**src/vrb_pkg.sv**
```systemverilog
// constants shared by the utility, reset and buffer-control block
package vrb_pkg;
    // register byte offsets on the apb bus
    localparam logic [7:0] CTRL_OFS  = 8'h00;
    localparam logic [7:0] STAT_OFS  = 8'h04;
    localparam logic [7:0] PEND_OFS  = 8'h08;
    localparam logic [7:0] TUNE_OFS  = 8'h0c;
    // control register fields
    localparam int CTRL_INHIBIT  = 0;
    localparam int CTRL_SYSRST   = 1;
    localparam int CTRL_BFAIL_IE = 2;
    localparam int CTRL_PFAIL_IE = 3;
    localparam int CTRL_W        = 4;
    // pending register fields
    localparam int PEND_BFAIL = 0;
    localparam int PEND_PFAIL = 1;
    // reset values
    localparam logic [3:0] CTRL_RST = 4'h0;
    localparam logic [9:0] TUNE_RST = 10'h200;
    // tune code width and slot width
    localparam int TUNE_W = 10;
    localparam int SLOT_W = 5;
    // sysclk: 62 ns period at 10 ns core clock, half period rounded down
    localparam int SYSCLK_PERIOD_NS = 62;
    localparam int CLK_PERIOD_NS    = 10;
    localparam int SYSCLK_HALF      = SYSCLK_PERIOD_NS / (2 * CLK_PERIOD_NS);
    // system controller selection
    typedef enum logic [1:0] {
        SC_AUTO,
        SC_ON,
        SC_OFF,
        SC_BAD
    } vrb_sc_mode_type;
endpackage : vrb_pkg

```
**src/vrb_util_ctl.sv**
```systemverilog
// utility, reset, system controller and transceiver control logic
// Functional notes
// RULE1 - bus system reset resets vme side, local
// RULE2 - software can drive bus system reset out
// RULE3 - enabled board-fail falling edge raises interrupt
// RULE4 - enabled power-fail falling edge raises interrupt
// RULE5 - board failure drives system fail unless inhibited
// RULE6 - sysclk driven only as system controller
// RULE7 - controller active flag enables clear/sysclk; code has no clear output and gates sysclk by sc_on
// RULE8 - two straps select on, off or auto
// RULE9 - board never asserts both straps together
// RULE10 - modifier buffers point out when master
// RULE11 - data buffers out on master write/slave read
// RULE12 - one low enable for data/address buffers
// RULE13 - address buffers follow data during mblt
// RULE14 - strobe/ack/error/retry drivers enabled when driving
// RULE15 - local reset input resets pci side
// RULE16 - local system reset request asserts local reset
// RULE17 - board asserts power-on reset at power up
// RULE18 - upper half float strap tri-states extension; code applies the strap only in 32-bit pci mode
// RULE19 - manual tune picks external code else internal
// RULE20 - pll reset input holds pll reset
// RULE21 - four active-low pci interrupt outputs
// RULE22 - read slot number and parity pins
// RULE23 - test reset initialises tap asynchronously
// RULE24 - bus error from slave and timeout
//
// Added by the designer: the register addresses and the APB interface to the registers.
`timescale 1ns/1ps
module vrb_util_ctl
    import vrb_pkg::*;
#(
    parameter int SYS_HALF = SYSCLK_HALF  // sysclk half period
) (
    // clock, reset, enable
    input  wire logic               core_clk_in,
    input  wire logic               rst_b_in,
    input  wire logic               ce_in,
    // apb slave
    input  wire logic               psel_in,
    input  wire logic               penable_in,
    input  wire logic               pwrite_in,
    input  wire logic [7:0]         paddr_in,
    input  wire logic [31:0]        pwdata_in,
    output logic      [31:0]        prdata_out,
    output logic                    pready_out,
    output logic                    pslverr_out,
    // reset pins
    input  wire logic               bus_sysreset_in_b_in,
    input  wire logic               local_reset_in_b_in,
    input  wire logic               local_sysreset_request_b_in,
    input  wire logic               power_on_reset_in_b_in,
    input  wire logic               test_reset_b_in,
    output logic                    bus_sysreset_out,
    output logic                    local_reset_out_b_out,
    output logic                    vme_logic_reset_out,
    output logic                    pci_logic_reset_out,
    output logic                    tap_reset_out,
    // fail pins
    input  wire logic               board_fail_sense_b_in,
    input  wire logic               power_fail_sense_b_in,
    input  wire logic               local_board_failure_b_in,
    output logic                    board_fail_out,
    // system controller
    input  wire logic               sys_ctrl_force_on_b_in,
    input  wire logic               sys_ctrl_force_off_b_in,
    output logic                    sys_ctrl_active_out,
    output logic                    sysclk_out,
    // straps and pll
    input  wire logic               pci_mode32_in,
    input  wire logic               upper_half_float_in,
    input  wire logic               pci_ext_drive_in,
    output logic                    pci_ext_oe_b_out,
    input  wire logic               pll_manual_tune_in,
    input  wire logic [TUNE_W-1:0]  pll_tune_ext_in,
    input  wire logic               pll_reset_in_b_in,
    output logic      [TUNE_W-1:0]  pll_tune_out,
    output logic                    pll_reset_out,
    // slot pins
    input  wire logic [SLOT_W-1:0]  slot_number_b_in,
    input  wire logic               slot_parity_b_in,
    // vme engine state (same clock)
    input  wire logic               vme_master_in,
    input  wire logic               master_write_in,
    input  wire logic               slave_read_in,
    input  wire logic               mblt_in,
    input  wire logic               xfer_active_in,
    input  wire logic               as_drive_in,
    input  wire logic               ds_drive_in,
    input  wire logic               ack_drive_in,
    input  wire logic               retry_drive_in,
    input  wire logic               slave_buserr_in,
    input  wire logic               timeout_buserr_in,
    // transceiver control
    output logic                    modifier_buf_dir_out,
    output logic                    data_buf_dir_out,
    output logic                    addr_buf_dir_out,
    output logic                    data_addr_buf_en_b_out,
    output logic                    addr_strobe_drv_en_out,
    output logic                    data_strobe_drv_en_out,
    output logic                    ack_drv_en_out,
    output logic                    buserr_drv_en_out,
    output logic                    retry_drv_en_out,
    // pci interrupts
    input  wire logic [3:0]         pci_irq_src_in,
    output logic      [3:0]         pci_int_b_out
);

    localparam int NSYNC = 14 + SLOT_W + TUNE_W;

    // reset synchroniser, released after two edges
    logic       rst_m;
    logic       rst_n;
    always_ff @(posedge core_clk_in or negedge rst_b_in) begin
        if (!rst_b_in) begin
            rst_m <= 1'b0;
            rst_n <= 1'b0;
        end else begin
            rst_m <= 1'b1;
            rst_n <= rst_m;
        end
    end

    // every pin input except test_reset_b_in and pci_ext_drive_in passes two flops, parity pin included
    logic [NSYNC-1:0] pin_raw;   // raw pins
    logic [NSYNC-1:0] sync_a;    // first stage, read by second only
    logic [NSYNC-1:0] sync_b;    // usable copy
    assign pin_raw = {bus_sysreset_in_b_in, local_reset_in_b_in,
                      local_sysreset_request_b_in, power_on_reset_in_b_in,
                      board_fail_sense_b_in, power_fail_sense_b_in,
                      local_board_failure_b_in, sys_ctrl_force_on_b_in,
                      sys_ctrl_force_off_b_in, pci_mode32_in,
                      upper_half_float_in, pll_manual_tune_in,
                      pll_reset_in_b_in, slot_parity_b_in, slot_number_b_in, pll_tune_ext_in};

    for (genvar gi = 0; gi < NSYNC; gi++) begin : g_sync
        // idle level of each pin is one so resets read as negated
        always_ff @(posedge core_clk_in or negedge rst_n) begin
            if (!rst_n) begin
                sync_a[gi] <= 1'b1;
                sync_b[gi] <= 1'b1;
            end else if (ce_in) begin
                sync_a[gi] <= pin_raw[gi];
                sync_b[gi] <= sync_a[gi];
            end
        end
    end

    // unpacked synchronised pins, made active high except fail sense, slot and parity levels
    wire logic              s_sysrst  = ~sync_b[NSYNC-1];  // bus system reset
    wire logic              s_lrst    = ~sync_b[NSYNC-2];  // local reset in
    wire logic              s_lsreq   = ~sync_b[NSYNC-3];  // local system reset request
    wire logic              s_por     = ~sync_b[NSYNC-4];  // power-on reset
    wire logic              s_bfail_n = sync_b[NSYNC-5];   // board fail sense level
    wire logic              s_pfail_n = sync_b[NSYNC-6];   // power fail sense level
    wire logic              s_lbf     = ~sync_b[NSYNC-7];  // local board failure
    wire logic              s_son     = ~sync_b[NSYNC-8];  // force on strap
    wire logic              s_soff    = ~sync_b[NSYNC-9];  // force off strap
    wire logic              s_m32     = sync_b[NSYNC-10];  // 32-bit pci mode
    wire logic              s_float   = sync_b[NSYNC-11];  // upper half float strap
    wire logic              s_manual  = sync_b[NSYNC-12];  // manual tune
    wire logic              s_pllrst  = ~sync_b[NSYNC-13]; // pll reset
    wire logic              s_par_n   = sync_b[NSYNC-14];  // slot parity pin level
    wire logic [SLOT_W-1:0] s_slot_n  = sync_b[TUNE_W +: SLOT_W]; // slot number pins
    wire logic [TUNE_W-1:0] s_tune    = sync_b[TUNE_W-1:0]; // external tune code

    // software state
    logic [CTRL_W-1:0] ctrl;       // control bits
    logic [1:0]        pend;       // sticky fail events
    logic [TUNE_W-1:0] tune_int;   // internal tune code
    logic              bfail_d;    // last board fail level
    logic              pfail_d;    // last power fail level
    vrb_sc_mode_type   sc_mode;    // strap decode
    logic              sc_on;      // controller enable
    // falling edges seen, write access phase, unmapped address
    wire logic         bfail_ev = ce_in & bfail_d & ~s_bfail_n;           // [RULE3]
    wire logic         pfail_ev = ce_in & pfail_d & ~s_pfail_n;           // [RULE4]
    wire logic         wr_acc   = psel_in & penable_in & pwrite_in;
    wire logic         bad_addr = !(paddr_in inside {CTRL_OFS, STAT_OFS, PEND_OFS, TUNE_OFS});

    // strap decode; both asserted is undefined and kept off
    always_comb begin
        case ({s_son, s_soff})
            2'b10:   sc_mode = SC_ON;                                     // [RULE8]
            2'b01:   sc_mode = SC_OFF;                                    // [RULE8]
            2'b00:   sc_mode = SC_AUTO;                                   // [RULE8]
            default: sc_mode = SC_BAD;                                    // [RULE9]
        endcase
    end

    // auto mode: the board in slot one is controller
    always_comb begin
        case (sc_mode)
            SC_ON:   sc_on = 1'b1;
            SC_AUTO: sc_on = (~s_slot_n == SLOT_W'(1));
            default: sc_on = 1'b0;
        endcase
    end

    // control and tune registers
    always_ff @(posedge core_clk_in or negedge rst_n) begin
        if (!rst_n) begin
            ctrl     <= CTRL_RST;
            tune_int <= TUNE_RST;
        end else if (ce_in && wr_acc) begin
            if (paddr_in == CTRL_OFS) begin
                ctrl <= pwdata_in[CTRL_W-1:0];
            end
            if (paddr_in == TUNE_OFS) begin
                tune_int <= pwdata_in[TUNE_W-1:0];
            end
        end
    end

    // fail edges set sticky flags; write one clears, set wins
    always_ff @(posedge core_clk_in or negedge rst_n) begin
        if (!rst_n) begin
            bfail_d <= 1'b1;
            pfail_d <= 1'b1;
            pend    <= 2'b00;
        end else if (ce_in) begin
            bfail_d <= s_bfail_n;
            pfail_d <= s_pfail_n;
            if (wr_acc && paddr_in == PEND_OFS) begin
                pend <= pend & ~pwdata_in[PEND_PFAIL:PEND_BFAIL];
            end
            if (bfail_ev && ctrl[CTRL_BFAIL_IE]) begin
                pend[PEND_BFAIL] <= 1'b1;                                 // [RULE3]
            end
            if (pfail_ev && ctrl[CTRL_PFAIL_IE]) begin
                pend[PEND_PFAIL] <= 1'b1;                                 // [RULE4]
            end
        end
    end

    // apb answer: zero wait, unmapped gives error and zero data
    always_ff @(posedge core_clk_in or negedge rst_n) begin
        if (!rst_n) begin
            prdata_out  <= 32'h0;
            pready_out  <= 1'b0;
            pslverr_out <= 1'b0;
        end else if (ce_in) begin
            pready_out  <= psel_in & ~penable_in;
            pslverr_out <= psel_in & ~penable_in & bad_addr;
            prdata_out  <= 32'h0;
            if (psel_in && !penable_in && !pwrite_in) begin
                case (paddr_in)
                    CTRL_OFS: prdata_out <= {28'h0, ctrl};
                    STAT_OFS: prdata_out <= {20'h0, ^{s_slot_n, s_par_n},   // [RULE22]
                                             ~s_slot_n, sc_on, s_bfail_n,
                                             s_pfail_n, s_m32, s_manual, s_por};
                    PEND_OFS: prdata_out <= {30'h0, pend};
                    TUNE_OFS: prdata_out <= {22'h0, tune_int};
                    default:  prdata_out <= 32'h0;
                endcase
            end
        end
    end

    // reset outputs
    always_ff @(posedge core_clk_in or negedge rst_n) begin
        if (!rst_n) begin
            bus_sysreset_out      <= 1'b0;
            local_reset_out_b_out <= 1'b0;
            vme_logic_reset_out   <= 1'b1;
            pci_logic_reset_out   <= 1'b1;
            pll_reset_out         <= 1'b1;
        end else if (ce_in) begin
            bus_sysreset_out      <= ctrl[CTRL_SYSRST] | s_lsreq;         // [RULE2]
            local_reset_out_b_out <= ~(s_sysrst | s_lsreq | s_por);       // [RULE1] [RULE16]
            vme_logic_reset_out   <= s_sysrst | s_por;                    // [RULE1]
            pci_logic_reset_out   <= s_lrst | s_por;                      // [RULE15]
            pll_reset_out         <= s_pllrst;                            // [RULE20]
        end
    end

    // tap reset: set at once by the test reset, released on clock
    always_ff @(posedge core_clk_in or negedge test_reset_b_in) begin
        if (!test_reset_b_in) begin
            tap_reset_out <= 1'b1;                                        // [RULE23]
        end else if (ce_in) begin
            tap_reset_out <= 1'b0;
        end
    end

    // system controller and sysclk divider
    logic [7:0] sys_cnt;   // half period counter
    always_ff @(posedge core_clk_in or negedge rst_n) begin
        if (!rst_n) begin
            sys_ctrl_active_out <= 1'b0;
            sysclk_out          <= 1'b0;
            sys_cnt             <= 8'h0;
        end else if (ce_in) begin
            sys_ctrl_active_out <= sc_on;                                 // [RULE7]
            if (!sc_on) begin
                sysclk_out <= 1'b0;                                       // [RULE6]
                sys_cnt    <= 8'h0;
            end else if (sys_cnt == 8'(SYS_HALF - 1)) begin
                sysclk_out <= ~sysclk_out;                                // [RULE6]
                sys_cnt    <= 8'h0;
            end else begin
                sys_cnt <= sys_cnt + 8'h1;
            end
        end
    end

    // system fail, pll tune and pci extension enable
    always_ff @(posedge core_clk_in or negedge rst_n) begin
        if (!rst_n) begin
            board_fail_out   <= 1'b0;
            pll_tune_out     <= TUNE_RST;
            pci_ext_oe_b_out <= 1'b1;
        end else if (ce_in) begin
            board_fail_out   <= s_lbf & ~ctrl[CTRL_INHIBIT];              // [RULE5]
            pll_tune_out     <= s_manual ? s_tune : tune_int;             // [RULE19]
            pci_ext_oe_b_out <= s_m32 ? s_float : ~pci_ext_drive_in;      // [RULE18]
        end
    end

    // pci interrupts: line a also carries the fail events
    always_ff @(posedge core_clk_in or negedge rst_n) begin
        if (!rst_n) begin
            pci_int_b_out <= 4'hf;
        end else if (ce_in) begin
            pci_int_b_out <= ~(pci_irq_src_in | {3'h0, |pend});           // [RULE21]
        end
    end

    // transceivers; everything released while the vme side is reset
    wire logic dbuf_next = (vme_master_in & master_write_in) | slave_read_in;   // data direction outward
    always_ff @(posedge core_clk_in or negedge rst_n) begin
        if (!rst_n) begin
            modifier_buf_dir_out   <= 1'b0;
            data_buf_dir_out       <= 1'b0;
            addr_buf_dir_out       <= 1'b0;
            data_addr_buf_en_b_out <= 1'b1;
        end else if (ce_in) begin
            modifier_buf_dir_out   <= vme_master_in & ~vme_logic_reset_out;   // [RULE10]
            data_buf_dir_out       <= dbuf_next & ~vme_logic_reset_out;       // [RULE11]
            addr_buf_dir_out       <= (mblt_in ? dbuf_next : vme_master_in) & ~vme_logic_reset_out; // [RULE13]
            data_addr_buf_en_b_out <= ~xfer_active_in | vme_logic_reset_out;  // [RULE12]
        end
    end

    // line driver enables
    always_ff @(posedge core_clk_in or negedge rst_n) begin
        if (!rst_n) begin
            addr_strobe_drv_en_out <= 1'b0;
            data_strobe_drv_en_out <= 1'b0;
            ack_drv_en_out         <= 1'b0;
            buserr_drv_en_out      <= 1'b0;
            retry_drv_en_out       <= 1'b0;
        end else if (ce_in) begin
            addr_strobe_drv_en_out <= as_drive_in & ~vme_logic_reset_out;     // [RULE14]
            data_strobe_drv_en_out <= ds_drive_in & ~vme_logic_reset_out;     // [RULE14]
            ack_drv_en_out         <= ack_drive_in & ~vme_logic_reset_out;    // [RULE14]
            buserr_drv_en_out      <= (slave_buserr_in | timeout_buserr_in)
                                      & ~vme_logic_reset_out;                 // [RULE24]
            retry_drv_en_out       <= retry_drive_in & ~vme_logic_reset_out;  // [RULE14]
        end
    end
endmodule : vrb_util_ctl

```
**config.mk**
```make
export PLATFORM = sky130hd
export DESIGN_NAME = vrb_util_ctl
export DESIGN_NICKNAME = d
export VERILOG_FILES = /design/src/vrb_pkg.sv /design/src/vrb_util_ctl.sv
export SDC_FILE = /design/constraint.sdc
export NUM_CORES = 1
export LEC_CHECK = 0
export BUFFER_PORTS_ARGS = -buffer_cell sky130_fd_sc_hd__buf_2
export CAP_MARGIN = 5
export CORE_ASPECT_RATIO = 0.6
export CORE_MARGIN = 2
export CORE_UTILIZATION = 54
export CTS_BUF_LIST = sky130_fd_sc_hd__clkbuf_4 sky130_fd_sc_hd__clkbuf_8
export DETAILED_ROUTE_END_ITERATION = 7
export GPL_TIMING_DRIVEN = 0
export PLACE_DENSITY = 0.82
export SETUP_SLACK_MARGIN = 0.05
export SLEW_MARGIN = 0
export SYNTH_ARGS = -nofsm -noshare
export SYNTH_HDL_FRONTEND = slang
export SYNTH_SLANG_ARGS = --single-unit
```
**constraint.sdc**
```tcl
create_clock -name core_clk_in -period 4.2 [get_ports core_clk_in]
set_input_delay 0.84 -clock core_clk_in [delete_from_list [all_inputs] [get_ports core_clk_in]]
set_output_delay 0.84 -clock core_clk_in [all_outputs]
set_load 0.05 [all_outputs]
```
==> results by group, run 1 <==
GRT
  • All-Layer GR Usage: 0.248
  • Number of global-route vias before repair: 4147
  • Global-route wire length before repair: 21300 um
  • Largest net degree at the start of global routing: 57
  • Initial antenna violation count: 1
  • Global route overflow: 0

Die
  • Die height: 83.9 um
  • # rows: 29
  • Die extent in x: 137 um
  • Ports: 159
  • Starting density of the core: 0.550
  • Die area: 11500 um2
  • Core area: 10500 um2

STA
  • Final Critical Period: 2.50 ns
  • # setup viols final: 0
  • Worst-Margin Slew: 0.885 ns
  • Endpoints failing hold: 0
  • Fin Hold WS: 0.172 ns
  • Setup ws final: 1.70 ns
  • Final Max Tran Viols: 0
  • Slew HR: 0.410
  • FMAX: 401 MHz
  • Fin crit share: 0.594
  • RSZ-0062 raised after global routing: false
  • Worst Skew: 0.0125 ns

Setup path
  • Setup CP Type: in -> reg
  • Crit path cell chain: buf_2 -> clkbuf_1 -> clkbuf_1 -> buf_1 -> a21oi_1
  • Worst r2r dst: sys_cnt[1]
  • Reg2Reg Setup Slack: 2.06 ns
  • Worst Reg2Reg Path Length in Cells: 4
  • Worst EP arrival: 2.78 ns
  • Worst Path Required: 4.49 ns
  • CP max-delay cell: buf_1
  • RR Startpoint: s_slot_n[2]
  • Crit path max fanout: 10
  • CP startpoint kind: input port
  • Critical Path Sink: pll_tune_out[5]
  • Slowest cell delay on critical path: 0.60 ns
  • Most used cell, CP: clkbuf_1
  • Crit end category: flop
  • Worst setup path start: ce_in

Synth
  • FF+latch count, synth: 133
  • FFs w/ async S/R, synth: 1.00
  • Yosys Warn Count: 0
  • Largest area contributor in the netlist: dfstp_2
  • Syn Inst Count: 442
  • Prevailing post-synth register cell: dfstp_2
  • Avg Cell Area, Syn: 13.0 um2
  • Cell variety after synth: 44
  • Synth top area share: 0.329
  • Largest cells by area after synthesis: dfstp_2 33%, dfrtp_1 27%, mux2_2 14%, buf_4 2.6%, mux2i_1 2.4%
  • Post-synth EDFFs: 0
  • Post-Syn Area: 5750 um2
  • Sequential area share after synthesis: 0.595

Final layout
  • Most frequent cells in the layout: 117 x buf_2, 73 x mux2_2, 72 x dfstp_2
  • Diode count: 0
  • Fillcell total: 771
  • P&R area growth vs syn: 23.0%
  • Final core utilization: 0.676
  • Final #Nets: 691
  • Share of post-route cells with drive strength above 1: 0.544
  • Commonest non-fill, non-tap cell in the layout: buf_2
  • Finished Cell Area: 7070 um2

Route
  • Detailed-route DRC error count: 0
  • DR vias: 4054
  • Drt pass-1 iters: 4
  • Routed Antenna Nets: 0
  • Post-Route WL: 13500 um
  • DRT iter0 DRCs: 241
  • Wire per inst: 18.0 um
  • Vias/cell: 5.41

Status
  • Status: finished clean

CTS
  • Total CTS buffers: 17
  • Number of H-tree levels: 4
  • Num Clock Sinks: 133
  • Post-CTS sizing: 0
  • Clock latency on the worst-skew pair: 0.44 ns
  • Clk root buf: clkbuf_8
  • Hold-fix buffers, CTS: 0
  • Reg clk slew, reported paths: 0.08 ns
  • Post-CTS setup buffer count: 0
  • Clock Path Buffers: 2
  • TritonCTS clock tree: done

Power and ir drop
  • Pwr Total: 3.27 mW
  • Power per cell area: 463 nW/um2
  • P_leak: 3.26 nW
  • Worst vdd ir: 0.000348 V

Placement
  • HPWL Detailed: 9660 um
  • RePlAce Congestion: 0.801
  • IO buf count: 115
  • Place WS: 1.30 ns
  • Cell area after placement: 6630 um2

Flow run
  • Max-cap viol count: 0

Worst hold path
  • Hold Path Class: in -> async
-- power breakdown --
group	switching [mW]	total [mW]	internal (mW)
combinational	0.355	0.550	0.196
clock	0.502	1.18	0.677
sequential	0.0843	1.54	1.46
-- logic make-up (layout without fill, tap and decap cells) --
kind of cell / count (synthesis) / count (layout) / share of synthesized area
xor+xnor: 9 / 9 / 0.0137
mux: 89 / 89 / 0.175
buf+inv: 58 / 207 / 0.0514
other cells: 2 / 21 / 0.00131
compound gates: 71 / 71 / 0.0847
flops: 133 / 133 / 0.595
simple gates: 78 / 78 / 0.0743
fa+ha+maj: 2 / 2 / 0.00435
-- sequential cells by signal, indices dropped and copies added, names as in the netlist, 2 cells and up --
register / cells
tune_int: 10
pend: 2
prdata_out: 12
sync_a: 29
ctrl: 4
sys_cnt: 8
s_slot_n: 5
sync_b: 8
s_tune: 10
pll_tune_out: 10
pci_int_b_out: 4
-- worst max-delay path, delay by kind of cell --
kind | cells | cell delay [ns]
compound gates | 1 | 0.17
buf+inv | 4 | 1.75
-- how the worst min path moves through the flow --
stage                  start           to  slack, ns  cells past startpoint
floorplan              rst_m        rst_n       0.33                      0
global placement       rst_m        rst_n       0.34                      0
detailed placement     rst_n  tune_int[8]       0.27                      0
CTS                 rst_b_in        rst_n       0.15                      1
global route        rst_b_in        rst_n       0.15                      1
finish              rst_b_in        rst_n       0.17                      1
-- per-layer routing --
metal | global-route usage | routed length (um) | vias to the layer above
met5 | 0 | 7 | -
met4 | 0.0750 | 106 | 2
met3 | 0.0886 | 1250 | 16
met2 | 0.375 | 6250 | 141
met1 | 0.336 | 5870 | 2067
li1 | - | - | 1828
-- through the flow --
stage                     instances  setup TNS, ns
final                           749              0
after global routing            749              0
after CTS                       749              0
after detailed placement        717              0
after global placement          715         -52.72
after floorplan                 461              0
-- Yosys cell counts, drive strengths merged, types with 2 or more instances --
cell type  instances
a21o               2
a21oi             22
a31o               5
a31oi              8
buf               34
clkbuf             8
conb               2
dfrtp             61
dfstp             72
ha                 2
inv               15
mux2              73
mux2i             14
mux4               2
nand2             19
nand2b             2
nand3              5
nand4              4
nand4b             4
nor2              26
nor2b              6
nor3               5
nor4b              2
o21ai             12
o2bb2ai           12
o31ai              3
o32ai              3
xnor2              6
xor2               3
-- final cells by class --
cell class	count	area [um2]	area share
inverter	16	60.1	0.00850
clock buffer	19	262	0.0370
buffer	42	235	0.0333
tap	139	174	0.0246
timing repair buffer	117	631	0.0893
sequential	133	3420	0.484
multi-input combinational	270	2100	0.298
clock inverter	13	179	0.0253
Power figures use the tool's default switching activity.
==> inputs of run 2 (changes only) <==
clock period = 2.4 ns   (was 4.2 ns; I/O delays follow)
==> results by group, run 2 (synthesis gave the netlist of run 1 again) <==
STA
  • Final Critical Period: 2.13 ns
  • Worst-Margin Slew: 0.921 ns (+0.0361 ns)
  • Slew HR: 0.386 (-0.0241)
  • RSZ-0062 raised after global routing: false
  • FMAX: 469 MHz
  • # setup viols final: 0 (unchanged)
  • Fin Hold WS: 0.205 ns (+0.0325 ns)
  • Worst Skew: 0.00899 ns (-0.00351 ns)
  • Endpoints failing hold: 0 (unchanged)
  • Final Max Tran Viols: 0 (unchanged)
  • Fin crit share: 0.889

Die
  • Core area: 10500 um2 (unchanged)
  • Die extent in x: 137 um (unchanged)
  • Ports: 159 (unchanged)
  • Die area: 11500 um2 (unchanged)
  • # rows: 29 (unchanged)
  • Die height: 83.9 um (unchanged)
  • Starting density of the core: 0.550 (unchanged)

Route
  • Drt pass-1 iters: 5 (+1)
  • Routed Antenna Nets: 0 (unchanged)
  • Vias/cell: 5.38 (-0.64%)
  • DR vias: 4039 (-0.37%)
  • Post-Route WL: 13100 um (-2.9%)
  • Detailed-route DRC error count: 0 (unchanged)
  • Wire per inst: 17.4 um (-3.2%)
  • DRT iter0 DRCs: 228 (-5.4%)

CTS
  • Clock latency on the worst-skew pair: 0.43 ns (about the same)
  • Reg clk slew, reported paths: 0.07 ns (about the same)
  • Post-CTS setup buffer count: 0 (unchanged)
  • Hold-fix buffers, CTS: 2 (+2)
  • Total CTS buffers: 17 (unchanged)
  • Post-CTS sizing: 0 (unchanged)
  • Num Clock Sinks: 133 (unchanged)
  • Number of H-tree levels: 4 (unchanged)
  • Clock Path Buffers: 2 (unchanged)
  • TritonCTS clock tree: done
  • Clk root buf: clkbuf_8

Setup path
  • Delay-heaviest family, CP: compound AO/OA/AOI/OAI gates
  • Crit path cell chain: nand2_1 -> o32ai_2 -> nand2_1 -> o31ai_1
  • Reg2Reg Setup Slack: 0.27 ns (-1.79 ns)
  • Worst Path Required: 2.74 ns (-1.75 ns)
  • Crit path max fanout: 9 (-1)
  • Most used cell, CP: nand2_1
  • Slowest cell delay on critical path: 0.75 ns (+0.15 ns)
  • WP buf/inv: 0 (-4)
  • Worst Reg2Reg Path Length in Cells: 4 (unchanged)
  • CP max-delay cell: o32ai_2
  • RR Startpoint: s_slot_n[1]
  • Setup CP Type: reg -> reg
  • Crit end category: flop
  • Worst EP arrival: 2.47 ns (-0.31 ns)
  • CP startpoint kind: flop
  • Worst r2r dst: sys_cnt[1]

Flow run
  • Max-cap viol count: 0 (unchanged)

Final layout
  • Final #Nets: 693 (+0.29%)
  • P&R area growth vs syn: 23.2%
  • Diode count: 0 (unchanged)
  • Finished Cell Area: 7080 um2 (+0.16%)
  • Largest regs: sync_a: 29 flops, prdata_out: 12 flops
  • Commonest non-fill, non-tap cell in the layout: buf_2
  • Fillcell total: 756 (-1.9%)
  • Max reg flops: 29 (unchanged)
  • Most frequent cells in the layout: 117 x buf_2, 73 x mux2_2, 72 x dfstp_2
  • Share of post-route cells with drive strength above 1: 0.542 (-0.00178)
  • Register name with the most flops: sync_a

Status
  • Status: finished clean

Worst hold path
  • Hold Path Class: in -> reg
  • Hold EP: data_addr_buf_en_b_out
  • Hold path cells: 2
  • Hold_sp: xfer_active_in

GRT
  • Global-route wire length before repair: 20600 um (-3.5%)
  • Largest net degree at the start of global routing: 51 (-11%)
  • Global route overflow: 0 (unchanged)
  • Number of global-route vias before repair: 4019 (-3.1%)
  • All-Layer GR Usage: 0.239 (-0.00826)
  • Initial antenna violation count: 0 (-1)

Power and ir drop
  • Worst vdd ir: 0.000514 V (+48%)
  • P_leak: 3.27 nW (+0.37%)
  • Power per cell area: 801 nW/um2 (+73%)

Placement
  • Cell area after placement: 6630 um2 (unchanged)
  • RePlAce Congestion: 0.807 (+0.80%)
  • IO buf count: 115 (unchanged)
  • HPWL Detailed: 9470 um (-2.0%)
[run 2: cell count changes in the layout (fill, tap and decap cells not counted)]
cell	before	now
dlygate4sd3_1	0	2
clkinvlp_4	1	0
clkinv_4	2	0
clkbuf_4	0	1
inv_4	0	1
clkbuf_8	19	22
inv_6	1	0
bufinv_16	4	3
[run 2: report_power, final]
part / internal [mW] / total (mW) / switching (mW)
clock network: 1.17 / 2.01 / 0.834
logic: 0.345 / 0.960 / 0.615
registers: 2.56 / 2.70 / 0.147
[run 2: worst max-delay path by stage]
stage	startpoint	endpoint	slack, ns	depth (start not counted)
after floorplan	rst_n	ack_drv_en_out	0.27	0
after global placement	rst_n	pll_tune_out[4]	-0.41	0
after detailed placement	ce_in	pll_tune_out[4]	-0.10	5
after CTS	s_slot_n[2]	sys_cnt[1]	0.34	4
after global routing	s_slot_n[2]	sys_cnt[2]	0.14	4
final	s_slot_n[1]	sys_cnt[1]	0.27	4
[run 2: cell type report]
class | instances | area, um2 | share of cell area
Timing Repair Buffer | 119 | 651 | 0.0919
Tap cell | 139 | 174 | 0.0246
Buffer | 42 | 235 | 0.0332
Multi-Input combinational cell | 270 | 2100 | 0.297
Clock buffer | 23 | 310 | 0.0438
Inverter | 16 | 60.1 | 0.00849
Clock inverter | 9 | 121 | 0.0171
Sequential cell | 133 | 3420 | 0.484
[run 2: per-stage QoR]
stage	instances	worst slack, ns	setup TNS [ns]	utilization	power, mW
5_1_grt	751	0.143	0	0.677	5.90
3_5_place_dp	717	-0.105	-0.811	0.634	3.70
4_1_cts	751	0.340	0	0.677	5.70
6_report	751	0.267	0	0.677	5.67
3_3_place_gp	715	-0.406	-24.29	0.628	3.64
2_1_floorplan	461	0.271	0	-	3.41
[run 2: layer usage]
metal	up-vias	track usage	routed length, um
met4	0	0.0975	250
met3	25	0.0638	1000
li1	1836	-	-
met1	2012	0.346	6020
met5	-	0	0
met2	166	0.344	5810
